$ cat config.mk
export PLATFORM = sky130hd
export DESIGN_NAME = cpu_if_eoi_binpoint_ctrl
export DESIGN_NICKNAME = d
export VERILOG_FILES = /design/src/common/ctlr_pkg.sv /design/src/hdl/sysreg_access_decode.sv /design/src/hdl/cpu_if_eoi_binpoint_ctrl.sv
export VERILOG_INCLUDE_DIRS = /design/src /design/src/common
export SDC_FILE = /design/constraint.sdc
export NUM_CORES = 1
export LEC_CHECK = 0
export ABC_CLOCK_PERIOD_IN_PS = 2680
export BUFFER_PORTS_ARGS = -buffer_cell sky130_fd_sc_hd__buf_2
export CAP_MARGIN = 20
export CORE_AREA = 2 2 93 95
export CTS_BUF_LIST = sky130_fd_sc_hd__clkbuf_4 sky130_fd_sc_hd__clkbuf_8
export CTS_CLUSTER_DIAMETER = 80
export DETAILED_ROUTE_END_ITERATION = 8
export DIE_AREA = 0 0 95 97
export PLACE_DENSITY = 0.67
export SYNTH_ARGS = -nofsm -noshare
export SYNTH_HDL_FRONTEND = slang
export SYNTH_HIERARCHICAL = 1
export SYNTH_SLANG_ARGS = --single-unit
$ cat constraint.sdc
create_clock -name MCLK -period 2.68 [get_ports MCLK]
set_input_delay 0.536 -clock MCLK [delete_from_list [all_inputs] [get_ports MCLK]]
set_output_delay 0.536 -clock MCLK [all_outputs]
set_load 0.05 [all_outputs]
$ cat src/common/ctlr_consts.svh
// constants for the top-level cpu interface control fields
// Behaviour
// - bit 4: eoi mode, non-secure kernel/hypervisor
// - bit 3: eoi mode, secure kernel/hypervisor
// - bit 2: eoi mode, most privileged level
// - mode zero: eoi drops and deactivates
// - mode one: eoi drops only, deactivate register deactivates
// - kernel copies alias eoi mode bits 4, 3
// - bit 1 clear: separate non-secure group1 binary point
// - bit 1 set: group0 binary point shared
// - bit 0 clear: separate secure group1 binary point
// - bit 0 set: group0 binary point shared
// - kernel copies alias binary point bits 1, 0
// - reset clears all fields to zero
// - access via fixed system register encoding
// - lower privilege access is undefined
// - top level: trap when disabled, else access
`ifndef CTLR_CONSTS_SVH
`define CTLR_CONSTS_SVH
`define EOI_NS_BIT 4
`define EOI_S_BIT 3
`define EOI_TOP_BIT 2
`define BINPOINT_NS_BIT 1
`define BINPOINT_S_BIT 0
`define FIELD_W 5
`define FIELDS_RESET 5'h00
`define ENC_OP0 2'h3
`define ENC_OP1 3'h6
`define ENC_CRN 4'hc
`define ENC_CRM 4'hc
`define ENC_OP2 3'h4
`define LEVEL_TOP 2'h3
`define TRAP_CLASS 6'h18
`define CTX_NS 2'h0
`define CTX_S 2'h1
`endif

$ cat src/common/ctlr_pkg.sv
// types for the top-level cpu interface control block
`default_nettype none
package ctlr_pkg;
  typedef struct packed {
    logic [4:0] fields;
    logic programmed;
    logic rsp_valid;
    logic rsp_undef;
    logic rsp_trap;
    logic [5:0] rsp_class;
    logic [63:0] rsp_rdata;
    logic prio_drop;
    logic deact;
    logic dir_unpred;
  } ctl_state_t;
endpackage
`default_nettype wire

$ cat src/hdl/sysreg_access_decode.sv
// decode of a system register access against the control register
`timescale 1ns/10ps
`default_nettype none
`include "ctlr_consts.svh"
module sysreg_access_decode (
  input wire logic valid,
  input wire logic [1:0] op0,
  input wire logic [2:0] op1,
  input wire logic [3:0] crn,
  input wire logic [3:0] crm,
  input wire logic [2:0] op2,
  input wire logic [1:0] level,
  input wire logic sysreg_en,
  output logic hit,
  output logic undef,
  output logic trap,
  output logic ok
);
  always_comb begin
    hit = valid && op0 == `ENC_OP0 && op1 == `ENC_OP1 && crn == `ENC_CRN
      && crm == `ENC_CRM && op2 == `ENC_OP2;
    undef = hit && level != `LEVEL_TOP;
    trap = hit && level == `LEVEL_TOP && !sysreg_en;
    ok = hit && level == `LEVEL_TOP && sysreg_en;
  end
endmodule
`default_nettype wire

$ cat src/hdl/cpu_if_eoi_binpoint_ctrl.sv
// eoi mode and common binary point control fields with system register access
`timescale 1ns/10ps
`default_nettype none
`include "ctlr_consts.svh"
module cpu_if_eoi_binpoint_ctrl
  import ctlr_pkg::*;
(
  input wire logic MCLK,
  input wire logic RST_N,
  input wire logic REQ_VALID,
  input wire logic REQ_WRITE,
  input wire logic [1:0] REQ_OP0,
  input wire logic [2:0] REQ_OP1,
  input wire logic [3:0] REQ_CRN,
  input wire logic [3:0] REQ_CRM,
  input wire logic [2:0] REQ_OP2,
  input wire logic [1:0] REQ_LEVEL,
  input wire logic [63:0] REQ_WDATA,
  input wire logic SYSREG_ENABLE,
  input wire logic [58:0] UPPER_FIELDS,
  output logic RSP_VALID,
  output logic RSP_UNDEF,
  output logic RSP_TRAP,
  output logic [5:0] RSP_CLASS,
  output logic [63:0] RSP_RDATA,
  input wire logic KCTL_WR,
  input wire logic KCTL_SECURE,
  input wire logic KCTL_EOI_MODE,
  input wire logic KCTL_COMMON_BINPOINT,
  input wire logic EOI_WR,
  input wire logic DIR_WR,
  input wire logic [1:0] EOI_CTX,
  output logic PRIO_DROP,
  output logic DEACTIVATE,
  output logic DIR_UNPREDICTABLE,
  input wire logic BPR1_ACC,
  input wire logic BPR1_SECURE,
  output logic BPR1_TO_BPR0,
  output logic EOI_MODE_NS,
  output logic EOI_MODE_S,
  output logic EOI_MODE_TOP,
  output logic COMMON_BINPOINT_NS,
  output logic COMMON_BINPOINT_S,
  output logic CFG_PROGRAMMED
);
  ctl_state_t st_r;
  ctl_state_t st_nxt;
  logic hit;
  logic undef;
  logic trap;
  logic ok;
  logic mode_sel;

  sysreg_access_decode sysreg_access_decode_i (
    .valid(REQ_VALID),
    .op0(REQ_OP0),
    .op1(REQ_OP1),
    .crn(REQ_CRN),
    .crm(REQ_CRM),
    .op2(REQ_OP2),
    .level(REQ_LEVEL),
    .sysreg_en(SYSREG_ENABLE),
    .hit(hit),
    .undef(undef),
    .trap(trap),
    .ok(ok)
  );

  // eoi mode of the handling context
  always_comb begin
    unique case (EOI_CTX)
      `CTX_NS: mode_sel = st_r.fields[`EOI_NS_BIT];
      `CTX_S: mode_sel = st_r.fields[`EOI_S_BIT];
      default: mode_sel = st_r.fields[`EOI_TOP_BIT];
    endcase
  end

  always_comb begin
    st_nxt = st_r;
    st_nxt.rsp_valid = hit;
    st_nxt.rsp_undef = undef;
    st_nxt.rsp_trap = trap;
    st_nxt.rsp_class = trap ? `TRAP_CLASS : 6'h00;
    st_nxt.rsp_rdata = 64'h0;
    // kernel copies write the aliased bits
    if (KCTL_WR) begin
      if (KCTL_SECURE) begin
        st_nxt.fields[`EOI_S_BIT] = KCTL_EOI_MODE;
        st_nxt.fields[`BINPOINT_S_BIT] = KCTL_COMMON_BINPOINT;
      end else begin
        st_nxt.fields[`EOI_NS_BIT] = KCTL_EOI_MODE;
        st_nxt.fields[`BINPOINT_NS_BIT] = KCTL_COMMON_BINPOINT;
      end
      st_nxt.programmed = 1'b1;
    end
    if (ok && REQ_WRITE) begin
      st_nxt.fields = REQ_WDATA[`FIELD_W-1:0];
      st_nxt.programmed = 1'b1;
    end
    if (ok && !REQ_WRITE) begin
      st_nxt.rsp_rdata = {UPPER_FIELDS, st_r.fields};
    end
    st_nxt.prio_drop = EOI_WR;
    st_nxt.deact = (EOI_WR && !mode_sel) || (DIR_WR && mode_sel);
    st_nxt.dir_unpred = DIR_WR && !mode_sel;
  end

  always_ff @(posedge MCLK) begin
    if (!RST_N) begin
      st_r <= '0;
      st_r.fields <= `FIELDS_RESET;
    end else begin
      st_r <= st_nxt;
    end
  end

  always_comb begin
    RSP_VALID = st_r.rsp_valid;
    RSP_UNDEF = st_r.rsp_undef;
    RSP_TRAP = st_r.rsp_trap;
    RSP_CLASS = st_r.rsp_class;
    RSP_RDATA = st_r.rsp_rdata;
    PRIO_DROP = st_r.prio_drop;
    DEACTIVATE = st_r.deact;
    DIR_UNPREDICTABLE = st_r.dir_unpred;
    EOI_MODE_NS = st_r.fields[`EOI_NS_BIT];
    EOI_MODE_S = st_r.fields[`EOI_S_BIT];
    EOI_MODE_TOP = st_r.fields[`EOI_TOP_BIT];
    COMMON_BINPOINT_NS = st_r.fields[`BINPOINT_NS_BIT];
    COMMON_BINPOINT_S = st_r.fields[`BINPOINT_S_BIT];
    // group1 binary point access lands on group0 state when the context's common binary point bit is set
    BPR1_TO_BPR0 = BPR1_ACC && (BPR1_SECURE ? st_r.fields[`BINPOINT_S_BIT]
      : st_r.fields[`BINPOINT_NS_BIT]);
    CFG_PROGRAMMED = st_r.programmed;
  end
endmodule
`default_nettype wire

Word-level counts from Yosys, hierarchy flattened
Cells that the tools add are included.
W data, S select, Z words.
- bits in registers: 82
- input bits: 156
- eq/ne operators: 9
- muxes and demuxes: 10
- reductions and logical operators: 25
- operators with widths (cell ; number):
    $logic_and A1 B1 Y1 ; 15
    $eq A4 B4 Y1 const B ; 2
    $eq A3 B3 Y1 const B ; 2
    $mux W6 ; 1
    $reduce_and A2 Y1 ; 3
    $mux W1 ; 5
    $mux W5 ; 1
    $eq A2 B2 Y1 const B ; 2
    $reduce_bool A2 Y1 ; 2
    $logic_not A1 Y1 ; 3
    $mux W3 ; 1
    $eq A2 B1 Y1 const B ; 1
    $logic_not A2 Y1 ; 1
    $mux W2 ; 1
    $ne A2 B1 Y1 const B ; 1
    $ne A2 B2 Y1 const B ; 1
    $pmux W1 S2 ; 1
    $logic_or A1 B1 Y1 ; 1

Longest topological paths before layout
Gate-level depths: netlist of run 1.
- depth in word-level cells: 11
- depth in mapped cells: 7
- gate-level depth less buffers: 6

Cells and area by module
Netlist of run 1, hierarchy kept.
- by module, submodules not included (module ; cells an instance ; instances ; area an instance (µm²)):
    cpu_if_eoi_binpoint_ctrl ; 188 ; 1 ; 2229.6
    sysreg_access_decode ; 12 ; 1 ; 105.1

Worst setup path after synthesis of run 1
OpenSTA, ideal clock, no wires.
- path kind: flip-flop to output port
- start point: reg st_r, in the netlist COMMON_BINPOINT_S
- end point: out BPR1_TO_BPR0
- buffers on the path: 0
- data arrival time: 1.494 ns
- data required time: 2.144 ns
- path slack: 0.650 ns
- stages on the path, launching flop included: 3
- cell sequence: dfxtp_1 > mux2i_1 > nor2b_1
- cells in the longest elaborated chain, start to end: 2
- ends and longest elaborated chain (item ; RTL line ; text):
    start, declared ; cpu_if_eoi_binpoint_ctrl.sv:46 ; ctl_state_t st_r;
    start signal, assigned ; cpu_if_eoi_binpoint_ctrl.sv:113 ; st_r <= st_nxt;
    $mux W1 ; cpu_if_eoi_binpoint_ctrl.sv:132 ; BPR1_TO_BPR0 = BPR1_ACC && (BPR1_SECURE ? st_r.fields[`BINPOINT_S_BIT]
    $logic_and A1 B1 Y1 ; cpu_if_eoi_binpoint_ctrl.sv:132 ;
    end, declared ; cpu_if_eoi_binpoint_ctrl.sv:38 ; output logic BPR1_TO_BPR0,
Every way passes these cells.

Worst setup path after layout of run 1
- start point: in REQ_CRN[1]
- end point: reg st_r, in the netlist RSP_RDATA[53]
- cells in the longest elaborated chain, start to end: 8
- ends and longest elaborated chain (item ; RTL line ; text):
    start, declared ; cpu_if_eoi_binpoint_ctrl.sv:14 ; input wire logic [3:0] REQ_CRN,
    $eq A4 B4 Y1 (no source line) ; n/a ;
    $logic_and A1 B1 Y1 (no source line) (4 in a row) ; n/a ;
    $logic_and A1 B1 Y1 ; sysreg_access_decode.sv:24 ; ok = hit && level == `LEVEL_TOP && sysreg_en;
    net ok ; cpu_if_eoi_binpoint_ctrl.sv:51 ; logic ok;
    $logic_and A1 B1 Y1 ; cpu_if_eoi_binpoint_ctrl.sv:100 ; if (ok && !REQ_WRITE) begin
    $reduce_and A2 Y1 (no source line) ; n/a ;
The timed path passes the listed nets, and every way through them passes these cells.
A chain may end at the register's enable or synchronous reset.

==> results.py, run 1 <==
metrics = {
    "hold_path": {
        "hold_start": "UPPER_FIELDS[13]",
        "holdPathStages": 2,
        "hold_path_end": "RSP_RDATA[18]",
        "hp-class": "in -> reg",
    },
    "synthesis": {
        "synth-seq-cells": 76,
        "yosysSeqAreaShare_pct": 65.2,
        "synth_area_sq_um": 2330,
        "ys_types": 27,
        "avgSynthCellArea_sq_um": 11.7,
        "yosysWarnings": 6,
        "syn_inst": 200,
    },
    "power": {
        "total_power_w": 0.00225,
        "leakagePower_nw": 1.92,
        "p_per_area_nw_per_um2": 639,
        "internal_power_w": 0.00175,
        "ir_worst_vdd_uv": 326,
        "clkPwrFrac_pct": 43.2,
        "power_frac_comb_pct": 6.2,
        "pwr-share-seq_pct": 50.7,
        "p_sw_w": 0.000503,
        "switching_share_pct": 22.4,
    },
    "job": {
        "maxCapViolations": 0,
    },
    "grt": {
        "grt-ovfl-total": 0,
        "grt_max_degree": 65,
        "antenna_found_initial": 0,
        "grt.total_usage_pct": 12.0,
        "grt_pass1_vias": 1931,
        "grt_pass1_wl_mm": 8.48,
    },
    "worst_setup_path": {
        "arrival_ns": 2.27,
        "critPathCaptureType": "flop",
        "reg2reg_from": "EOI_MODE_NS",
        "r2r-end": "DEACTIVATE",
        "reg2reg_depth": 3,
        "crit_type": "in -> reg",
        "start_kind": "primary input",
        "crit_required_ns": 2.96,
        "critPathMaxFanout": 64,
        "reg2reg_setup_slack_ns": 1.63,
    },
    "finish": {
        "final_common_cell": "buf_2",
        "nets": 533,
        "regArea_sq_um": 1520,
        "nFillCells": 810,
        "multi_input_area_sq_um": 742,
        "layout_common_cells": "buf_2 (175), dfxtp_1 (76), and2_1 (67)",
        "area_growth_pct": 50.8,
        "diodes": 0,
        "final_layout_size_suffix_gt1_share_pct": 52.1,
    },
    "placement": {
        "post-place-ws_ns": 0.344,
        "port_buffers": 175,
        "gp_congestion": 0.660,
        "post-dp-hpwl_mm": 4.27,
    },
    "routing": {
        "first_pass_iters": 2,
        "vias_per_cell": 4.00,
        "drc": 0,
        "routedWlPerCell_um": 11.4,
        "vias": 1946,
        "drtIter0Drc": 17,
        "antenna_left": 0,
        "drt-total-wl_mm": 5.54,
    },
    "timing": {
        "min_period_ns": 1.99,
        "rsz0062_at_grt": "no",
        "period_share_pct": 74.4,
        "skew_ns": 0.00931,
        "worst_slack_ns": 0.685,
        "setup_viol": 0,
        "fmax_ghz": 0.501,
        "finalHoldViolations": 0,
        "tightest_slew_ns": 0.489,
        "slew_viol_final": 0,
        "slew_headroom_pct": 67.2,
        "setup_tns_ns": 0,
    },
    "cts": {
        "cts_tree": "built",
        "h-tree-depth": 3,
        "holdBufCountCts": 0,
        "post_cts_buffers": 0,
        "cts_buffer_depth": 2,
        "clkLatencyLatePin_ns": 0.34,
        "cts_sinks": 76,
        "root_buffer": "clkbuf_8",
        "cts_made_buffers": 9,
        "ctsResizeCount": 0,
        "clk_pin_slew_ns": 0.08,
    },
    "die": {
        "initial_core_util_pct": 28.7,
        "num_io_pins": 239,
        "core_sq_um": 8130,
        "dieWidth_um": 95,
        "die-area_sq_um": 9220,
        "fp.dieH_um": 97,
        "rows": 33,
    },
    "run_status": {
        "status": "finished clean",
    },
}
## synthesized netlist by cell type
| master | instances | area [sq um] |
|---|---|---|
| nor3_1 | 1 | 5.00 |
| mux2i_1 | 7 | 70.1 |
| nor4b_2 | 1 | 15.0 |
| a21boi_0 | 2 | 15.0 |
| and4bb_2 | 1 | 12.5 |
| nor2b_1 | 3 | 18.8 |
| inv_1 | 1 | 3.75 |
| nand2_1 | 6 | 22.5 |
| o21ai_0 | 4 | 20.0 |
| nor2_4 | 1 | 11.3 |
| nor4_2 | 1 | 12.5 |
| and2_1 | 67 | 419 |
| nand2b_1 | 1 | 6.26 |
| clkbuf_2 | 6 | 30.0 |
| nand4b_2 | 1 | 15.0 |
| and3_1 | 1 | 6.26 |
| conb_1 | 1 | 3.75 |
| a21oi_1 | 4 | 20.0 |
| a22o_1 | 1 | 8.76 |
| nand3_1 | 2 | 10.0 |
| clkbuf_1 | 1 | 3.75 |
| nor3b_1 | 1 | 7.51 |
| buf_4 | 6 | 45.0 |
| nand4_2 | 1 | 12.5 |
| mux2_2 | 1 | 11.3 |
| dfxtp_1 | 76 | 1520 |
| nor2_1 | 2 | 7.51 |
## layout make-up
| cell class | instances | share of cell area [%] |
|---|---|---|
| Clock buffer | 10 | 3.73 |
| Clock inverter | 6 | 2.70 |
| Inverter | 1 | 0.107 |
| Multi-Input combinational cell | 113 | 21.1 |
| Sequential cell | 76 | 43.2 |
| Tap cell | 105 | 3.73 |
| Timing Repair Buffer | 176 | 25.4 |
## kinds of logic after synthesis
group           after synthesis  synth area share (%)
flops                        76                  65.2
compound gates               11                  2.73
mux                           8                  3.48
other cells                   1                 0.161
buf+inv                      14                  3.54
simple gates                 90                  24.9
## worst max-delay path by stage
stage,startpoint,endpoint
after global routing,REQ_CRN[1],RSP_RDATA[46]
after detailed placement,REQ_CRN[1],RSP_RDATA[53]
final,REQ_CRN[1],RSP_RDATA[53]
after CTS,REQ_CRN[1],RSP_RDATA[53]
after floorplan,COMMON_BINPOINT_S,BPR1_TO_BPR0
after global placement,REQ_CRN[1],RSP_RDATA[53]
## power by group through the flow
stage	Combinational [W]	Sequential [W]	Clock [W]
after detailed placement	0.000139	0.00117	0
after global routing	0.000151	0.00114	0.00106
after global placement	0.000138	0.00117	0
after floorplan	0.0000396	0.00119	0
final	0.000139	0.00114	0.000971
after CTS	0.000140	0.00114	0.00102
## through the flow
step	area [sq um]	util (%)	instances	hold slack [ns]
2_1_floorplan	2350	-	203	0.652
3_3_place_gp	3290	40.5	471	0.498
3_5_place_dp	3290	40.5	471	0.497
4_1_cts	3520	43.3	487	0.360
5_1_grt	3520	43.3	487	0.364
6_report	3520	43.3	487	0.387
## sequential cells by signal, indices dropped and copies added, names as in the netlist
register and count:
EOI_MODE_TOP 1, CFG_PROGRAMMED 1, DIR_UNPREDICTABLE 1, RSP_CLASS 1
COMMON_BINPOINT_S 1, RSP_VALID 1, EOI_MODE_S 1, PRIO_DROP 1
EOI_MODE_NS 1, COMMON_BINPOINT_NS 1, RSP_UNDEF 1, RSP_RDATA 64
DEACTIVATE 1
## critical path: stages
cell and delay, ns:
buf_2 0.10, nor4b_2 0.28, nand4_2 0.18, nor3_1 0.45, nand2_1 0.17, nor2_4 0.13, buf_12 0.22, and2_1 0.17
## layer usage
layer  track usage, %  vias to the layer above  wire length, um
met5                0                        -                0
met4             5.69                        0               94
met3             5.61                        7              736
met2             20.7                      114             2640
met1             12.1                      843             2070
li1                 -                      982                -
Power figures use the tool's default switching activity.
==> inputs of run 2 (changes only) <==
--- a/config.mk
+++ b/config.mk
@@ -6,15 +6,15 @@
 export SDC_FILE = /design/constraint.sdc
 export NUM_CORES = 1
 export LEC_CHECK = 0
-export ABC_CLOCK_PERIOD_IN_PS = 2680
+export ABC_CLOCK_PERIOD_IN_PS = 1900
 export BUFFER_PORTS_ARGS = -buffer_cell sky130_fd_sc_hd__buf_2
 export CAP_MARGIN = 20
-export CORE_AREA = 2 2 93 95
+export CORE_AREA = 2 2 91 93
 export CTS_BUF_LIST = sky130_fd_sc_hd__clkbuf_4 sky130_fd_sc_hd__clkbuf_8
 export CTS_CLUSTER_DIAMETER = 80
 export DETAILED_ROUTE_END_ITERATION = 8
-export DIE_AREA = 0 0 95 97
-export PLACE_DENSITY = 0.67
+export DIE_AREA = 0 0 93 95
+export PLACE_DENSITY = 0.7
 export SYNTH_ARGS = -nofsm -noshare
 export SYNTH_HDL_FRONTEND = slang
 export SYNTH_HIERARCHICAL = 1
==> constraint.sdc (replaced) <==
create_clock -name MCLK -period 1.9 [get_ports MCLK]
set_input_delay 0.38 -clock MCLK [delete_from_list [all_inputs] [get_ports MCLK]]
set_output_delay 0.38 -clock MCLK [all_outputs]
set_load 0.05 [all_outputs]
==> results.py, run 2 (synthesized netlist as in run 1, its figures left out) <==
metrics = {
    "run_status": {
        "status": "finished clean",
    },
    "timing": {
        "period_share_pct": 84.9,
        "fmax_ghz": 0.620,
        "rsz0062_at_grt": "no",
        "setup_tns_ns": 0,
        "finalHoldViolations": 0,
        "min_period_ns": 1.61,
        "slew_viol_final": 0,
        "setup_viol": 0,
        "skew_ns": 0.00692,
    },
    "cts": {
        "cts_made_buffers": 9,
        "holdBufCountCts": 0,
        "root_buffer": "clkbuf_8",
        "post_cts_buffers": 0,
        "clk_pin_slew_ns": 0.08,
        "ctsResizeCount": 0,
        "clkLatencyLatePin_ns": 0.33,
        "h-tree-depth": 3,
        "cts_tree": "built",
        "cts_buffer_depth": 2,
        "cts_sinks": 76,
    },
    "routing": {
        "drt-total-wl_mm": 5.58,
        "drtIter0Drc": 20,
        "drc": 0,
        "vias": 1949,
        "first_pass_iters": 2,
        "routedWlPerCell_um": 11.4,
        "vias_per_cell": 3.97,
        "antenna_left": 0,
    },
    "worst_setup_path": {
        "critPathCaptureType": "output port",
        "crit_required_ns": 1.52,
        "critPathMaxFanout": 4,
        "crit_type": "reg -> out",
        "start_kind": "flop",
        "reg2reg_setup_slack_ns": 0.81,
        "reg2reg_depth": 3,
        "arrival_ns": 1.23,
    },
    "finish": {
        "largest_register_ffs": 64,
        "diodes": 0,
        "nets": 537,
        "area_growth_pct": 51.9,
        "layout_common_cells": "buf_2 (175), dfxtp_1 (76), and2_1 (67)",
        "final_layout_size_suffix_gt1_share_pct": 52.6,
        "final_common_cell": "buf_2",
    },
    "grt": {
        "grt_max_degree": 34,
        "grt.total_usage_pct": 12.4,
        "grt-ovfl-total": 0,
        "grt_pass1_wl_mm": 8.43,
        "antenna_found_initial": 0,
        "grt_pass1_vias": 1848,
    },
    "die": {
        "die-area_sq_um": 8840,
        "rows": 33,
        "num_io_pins": 239,
        "fp.dieH_um": 95,
        "core_sq_um": 7930,
        "initial_core_util_pct": 29.5,
        "dieWidth_um": 93,
    },
    "power": {
        "p_per_area_nw_per_um2": 860,
        "total_power_w": 0.00305,
        "ir_worst_vdd_uv": 380,
        "leakagePower_nw": 1.93,
    },
    "placement": {
        "gp_congestion": 0.729,
        "port_buffers": 175,
        "post-dp-hpwl_mm": 4.45,
    },
    "hold_path": {
        "hp-class": "in -> reg",
        "holdPathStages": 2,
    },
    "job": {
        "maxCapViolations": 0,
    },
}
run 2: final timing paths:
| kind | endpoint | start |
|---|---|---|
| hold / removal | RSP_RDATA[35] | UPPER_FIELDS[30] |
| setup reg to reg | DEACTIVATE | EOI_MODE_S |
| setup / recovery | BPR1_TO_BPR0 | COMMON_BINPOINT_NS |
| hold reg to reg | EOI_MODE_TOP | EOI_MODE_TOP |
run 2: layer usage:
layer	GRT usage, %	wire [um]
met1	13.9	2240
met2	20.4	2610
met3	6.30	645
met4	4.41	87
met5	0	0
run 2: worst max-delay path, cell delays in order (launching register included):
cell	delay, ns
dfxtp_1	0.40
mux2i_1	0.12
nor2b_1	0.12
buf_2	0.27
run 2: where the power goes:
| group | internal [W] | switching (W) | total, W |
|---|---|---|---|
| Sequential | 0.00160 | 0.00000682 | 0.00161 |
| Clock | 0.000651 | 0.000594 | 0.00125 |
| Combinational | 0.0000932 | 0.000104 | 0.000197 |
| Total | 0.00235 | 0.000705 | 0.00305 |
run 2: cell type report:
| cell class | instances | area (sq um) |
|---|---|---|
| clock inverters | 6 | 71.3 |
| fillers | 818 | 4380 |
| inverters | 1 | 3.75 |
| multi-input cells | 113 | 742 |
| clock buffers | 10 | 138 |
| flip-flops and latches | 76 | 1520 |
| well taps | 105 | 131 |
| repair buffers | 180 | 938 |
run 2: stage by stage:
stage               cell area (sq um)  instances  setup slack (ns)  util (%)  hold slack, ns
floorplan                        2350        203            0.0256         -           0.496
global route                     3550        491             0.173      44.7           0.204
global placement                 3340        475           -0.0151      42.1           0.492
detailed placement               3340        475           -0.0463      42.1           0.507
CTS                              3550        491             0.256      44.7           0.217
finish                           3550        491             0.287      44.7           0.238
==> inputs of run 3 (changes only) <==
--- a/config.mk
+++ b/config.mk
@@ -6,15 +6,16 @@
 export SDC_FILE = /design/constraint.sdc
 export NUM_CORES = 1
 export LEC_CHECK = 0
-export ABC_CLOCK_PERIOD_IN_PS = 1900
+export ABC_AREA = 1
+export ABC_CLOCK_PERIOD_IN_PS = 1600
 export BUFFER_PORTS_ARGS = -buffer_cell sky130_fd_sc_hd__buf_2
 export CAP_MARGIN = 20
-export CORE_AREA = 2 2 91 93
+export CORE_AREA = 2 2 92 94
 export CTS_BUF_LIST = sky130_fd_sc_hd__clkbuf_4 sky130_fd_sc_hd__clkbuf_8
 export CTS_CLUSTER_DIAMETER = 80
 export DETAILED_ROUTE_END_ITERATION = 8
-export DIE_AREA = 0 0 93 95
-export PLACE_DENSITY = 0.7
+export DIE_AREA = 0 0 94 96
+export PLACE_DENSITY = 0.78
 export SYNTH_ARGS = -nofsm -noshare
 export SYNTH_HDL_FRONTEND = slang
 export SYNTH_HIERARCHICAL = 1
==> constraint.sdc (replaced) <==
create_clock -name MCLK -period 1.6 [get_ports MCLK]
set_input_delay 0.32 -clock MCLK [delete_from_list [all_inputs] [get_ports MCLK]]
set_output_delay 0.32 -clock MCLK [all_outputs]
set_load 0.05 [all_outputs]
==> results.py, run 3 <==
metrics = {
    "run_status": {
        "status": "finished clean",
    },
    "hold_path": {
        "hp-class": "in -> reg",
        "hold_path_end": "RSP_RDATA[45]",
        "hold_start": "UPPER_FIELDS[40]",
        "holdPathStages": 3,
    },
    "timing": {
        "setup_viol": 0,
        "finalHoldViolations": 0,
        "period_share_pct": 93.0,
        "worst_slack_ns": 0.112,
        "slew_viol_final": 0,
        "fmax_ghz": 0.672,
        "hold_slack_ns": 0.191,
        "min_period_ns": 1.49,
        "setup_tns_ns": 0,
        "rsz0062_at_grt": "no",
        "skew_ns": 0.0117,
    },
    "placement": {
        "post-place-ws_ns": -0.148,
        "gp_congestion": 0.756,
        "post-dp-hpwl_mm": 4.77,
        "port_buffers": 175,
        "place_inst": 587,
    },
    "synthesis": {
        "yosysSeqAreaShare_pct": 50.0,
        "synth_top_area_share_pct": 50.0,
        "synthAdderAreaFrac_pct": 0,
        "synth-main-ff-cell": "dfxtp_1",
        "synth_area_sq_um": 3040,
        "yosysMostFrequentCell": "inv_1",
        "yosys-top-cells-area": "dfxtp_1 (50%), nor2_4 (22%), inv_1 (10%)",
        "avgSynthCellArea_sq_um": 9.78,
        "netlist.top_cell.by_area": "dfxtp_1",
        "yosys.area_share.xor_xnor_pct": 0,
        "synthSimpleGateAreaFrac_pct": 31.1,
        "syn_inst": 311,
        "synth-compound-area-share_pct": 1.81,
        "async_flop_share_pct": 0,
        "synthMuxAreaShare_pct": 0,
        "synth_top_cells_by_count": "inv_1 (85), dfxtp_1 (76), nor2_4 (60), nand2_1 (32), nor2_1 (21)",
        "ys_types": 20,
        "synth-seq-cells": 76,
        "synth_top_family_by_area": "simple AND/OR/NAND/NOR gates",
        "synth_edf_count": 0,
        "yosysWarnings": 6,
    },
    "routing": {
        "vias": 2361,
        "vias_per_cell": 3.92,
        "routedWlPerCell_um": 9.73,
        "first_pass_iters": 2,
        "drt-total-wl_mm": 5.87,
        "antenna_left": 0,
        "drc": 0,
        "drtIter0Drc": 8,
    },
    "finish": {
        "final_common_cell": "buf_2",
        "stdcell_count": 603,
        "nets": 649,
        "diodes": 0,
        "area_growth_pct": 35.8,
        "layout_common_cells": "buf_2 (174), inv_1 (85), dfxtp_1 (76)",
        "largest_register_ffs": 64,
        "final_layout_size_suffix_gt1_share_pct": 52.8,
    },
    "cts": {
        "cts_made_buffers": 9,
        "root_buffer": "clkbuf_8",
        "cts_sinks": 76,
        "clkLatencyLatePin_ns": 0.34,
        "cts_buffer_depth": 2,
        "cts_tree": "built",
        "clk_pin_slew_ns": 0.08,
        "h-tree-depth": 3,
        "post_cts_buffers": 0,
        "holdBufCountCts": 0,
    },
    "die": {
        "rows": 33,
        "dieWidth_um": 94,
        "num_io_pins": 239,
        "die-area_sq_um": 9020,
        "fp.dieH_um": 96,
        "core_sq_um": 8050,
        "initial_core_util_pct": 37.8,
    },
    "worst_setup_path": {
        "critPathMaxFanout": 4,
        "reg2reg_setup_slack_ns": 0.75,
        "reg2reg_from": "EOI_MODE_NS",
        "critPathCaptureType": "output port",
        "reg2reg_depth": 5,
        "crit_required_ns": 1.28,
        "arrival_ns": 1.17,
        "r2r-end": "DEACTIVATE",
        "crit_type": "reg -> out",
        "start_kind": "flop",
    },
    "grt": {
        "grt_max_degree": 27,
        "antenna_found_initial": 0,
        "grt-ovfl-total": 0,
        "grt_pass1_wl_mm": 9.23,
        "grt.total_usage_pct": 13.0,
        "grt_pass1_vias": 2212,
        "met3_usage_pct": 4.54,
        "met1_usage_pct": 14.1,
        "met2_usage_pct": 22.8,
        "busiest_layer": "met2",
    },
    "job": {
        "maxCapViolations": 0,
    },
    "power": {
        "leakagePower_nw": 2.31,
        "p_per_area_nw_per_um2": 845,
        "ir_worst_vdd_uv": 412,
        "total_power_w": 0.00349,
    },
}
run 3: changes by cell type in the layout (fill, tap and decap cells not counted), moves of 3 or more:
cell      previous run  this run
inv_1                1        85
and2_1              67         0
nor2_4               1        60
nand2_1              6        32
nor2_1               2        21
mux2i_1              7         0
buf_4                3         6
clkinv_2             0         3
nor2b_1              3         0
run 3: layer usage:
layer	vias to the layer above	share of wire, %
met4	0	1.5
met1	1020	39
met2	115	48
li1	1218	-
met5	-	0
met3	8	11
run 3: worst max-delay path: stages, from the launching register on:
cell and delay [ns]:
dfxtp_1 0.40, o21ai_1 0.13, a21oi_4 0.11, buf_4 0.20
run 3: cell type report:
class | count | area, sq um
clock inverter | 6 | 38.8
multi-input combinational | 138 | 1030
fill | 749 | 3920
inverter | 86 | 323
clock buffer | 10 | 131
timing repair buffer | 182 | 956
sequential | 76 | 1520
tap | 105 | 131
run 3: per-stage QoR:
stage	cell area [sq um]	utilization (%)
3_3_place_gp	3960	49.1
2_1_floorplan	3060	-
3_5_place_dp	3960	49.1
6_report	4130	51.3
4_1_cts	4130	51.3
5_1_grt	4130	51.3
run 3: worst max path at each step:
stage                   endpoint               start  slack [ns]
6_report            BPR1_TO_BPR0  COMMON_BINPOINT_NS        0.11
5_1_grt             BPR1_TO_BPR0  COMMON_BINPOINT_NS        0.03
4_1_cts             BPR1_TO_BPR0  COMMON_BINPOINT_NS        0.04
3_5_place_dp          EOI_MODE_S          REQ_OP1[0]       -0.15
3_3_place_gp   COMMON_BINPOINT_S          REQ_OP1[0]       -0.12
2_1_floorplan         EOI_MODE_S          REQ_OP1[0]        0.03
run 3: power breakdown:
group / leakage [nW] / internal [W] / switching, W / total, W
sequential: 0.614 / 0.00190 / 0.00000926 / 0.00191
clock: 0.0859 / 0.000577 / 0.000673 / 0.00125
combinational: 1.61 / 0.000126 / 0.000204 / 0.000330
run 3: cells by family after synthesis:
| group | after synthesis |
|---|---|
| and+or+nand+nor | 123 |
| AOI/OAI and AO/OA | 11 |
| other | 1 |
| DFF | 76 |
| buffers and inverters | 100 |
run 3: repair_timing:
item,4_1_cts,5_1_grt
endpoints found under the setup margin,1,1
cloned,0,0
gates resized for setup,1,1
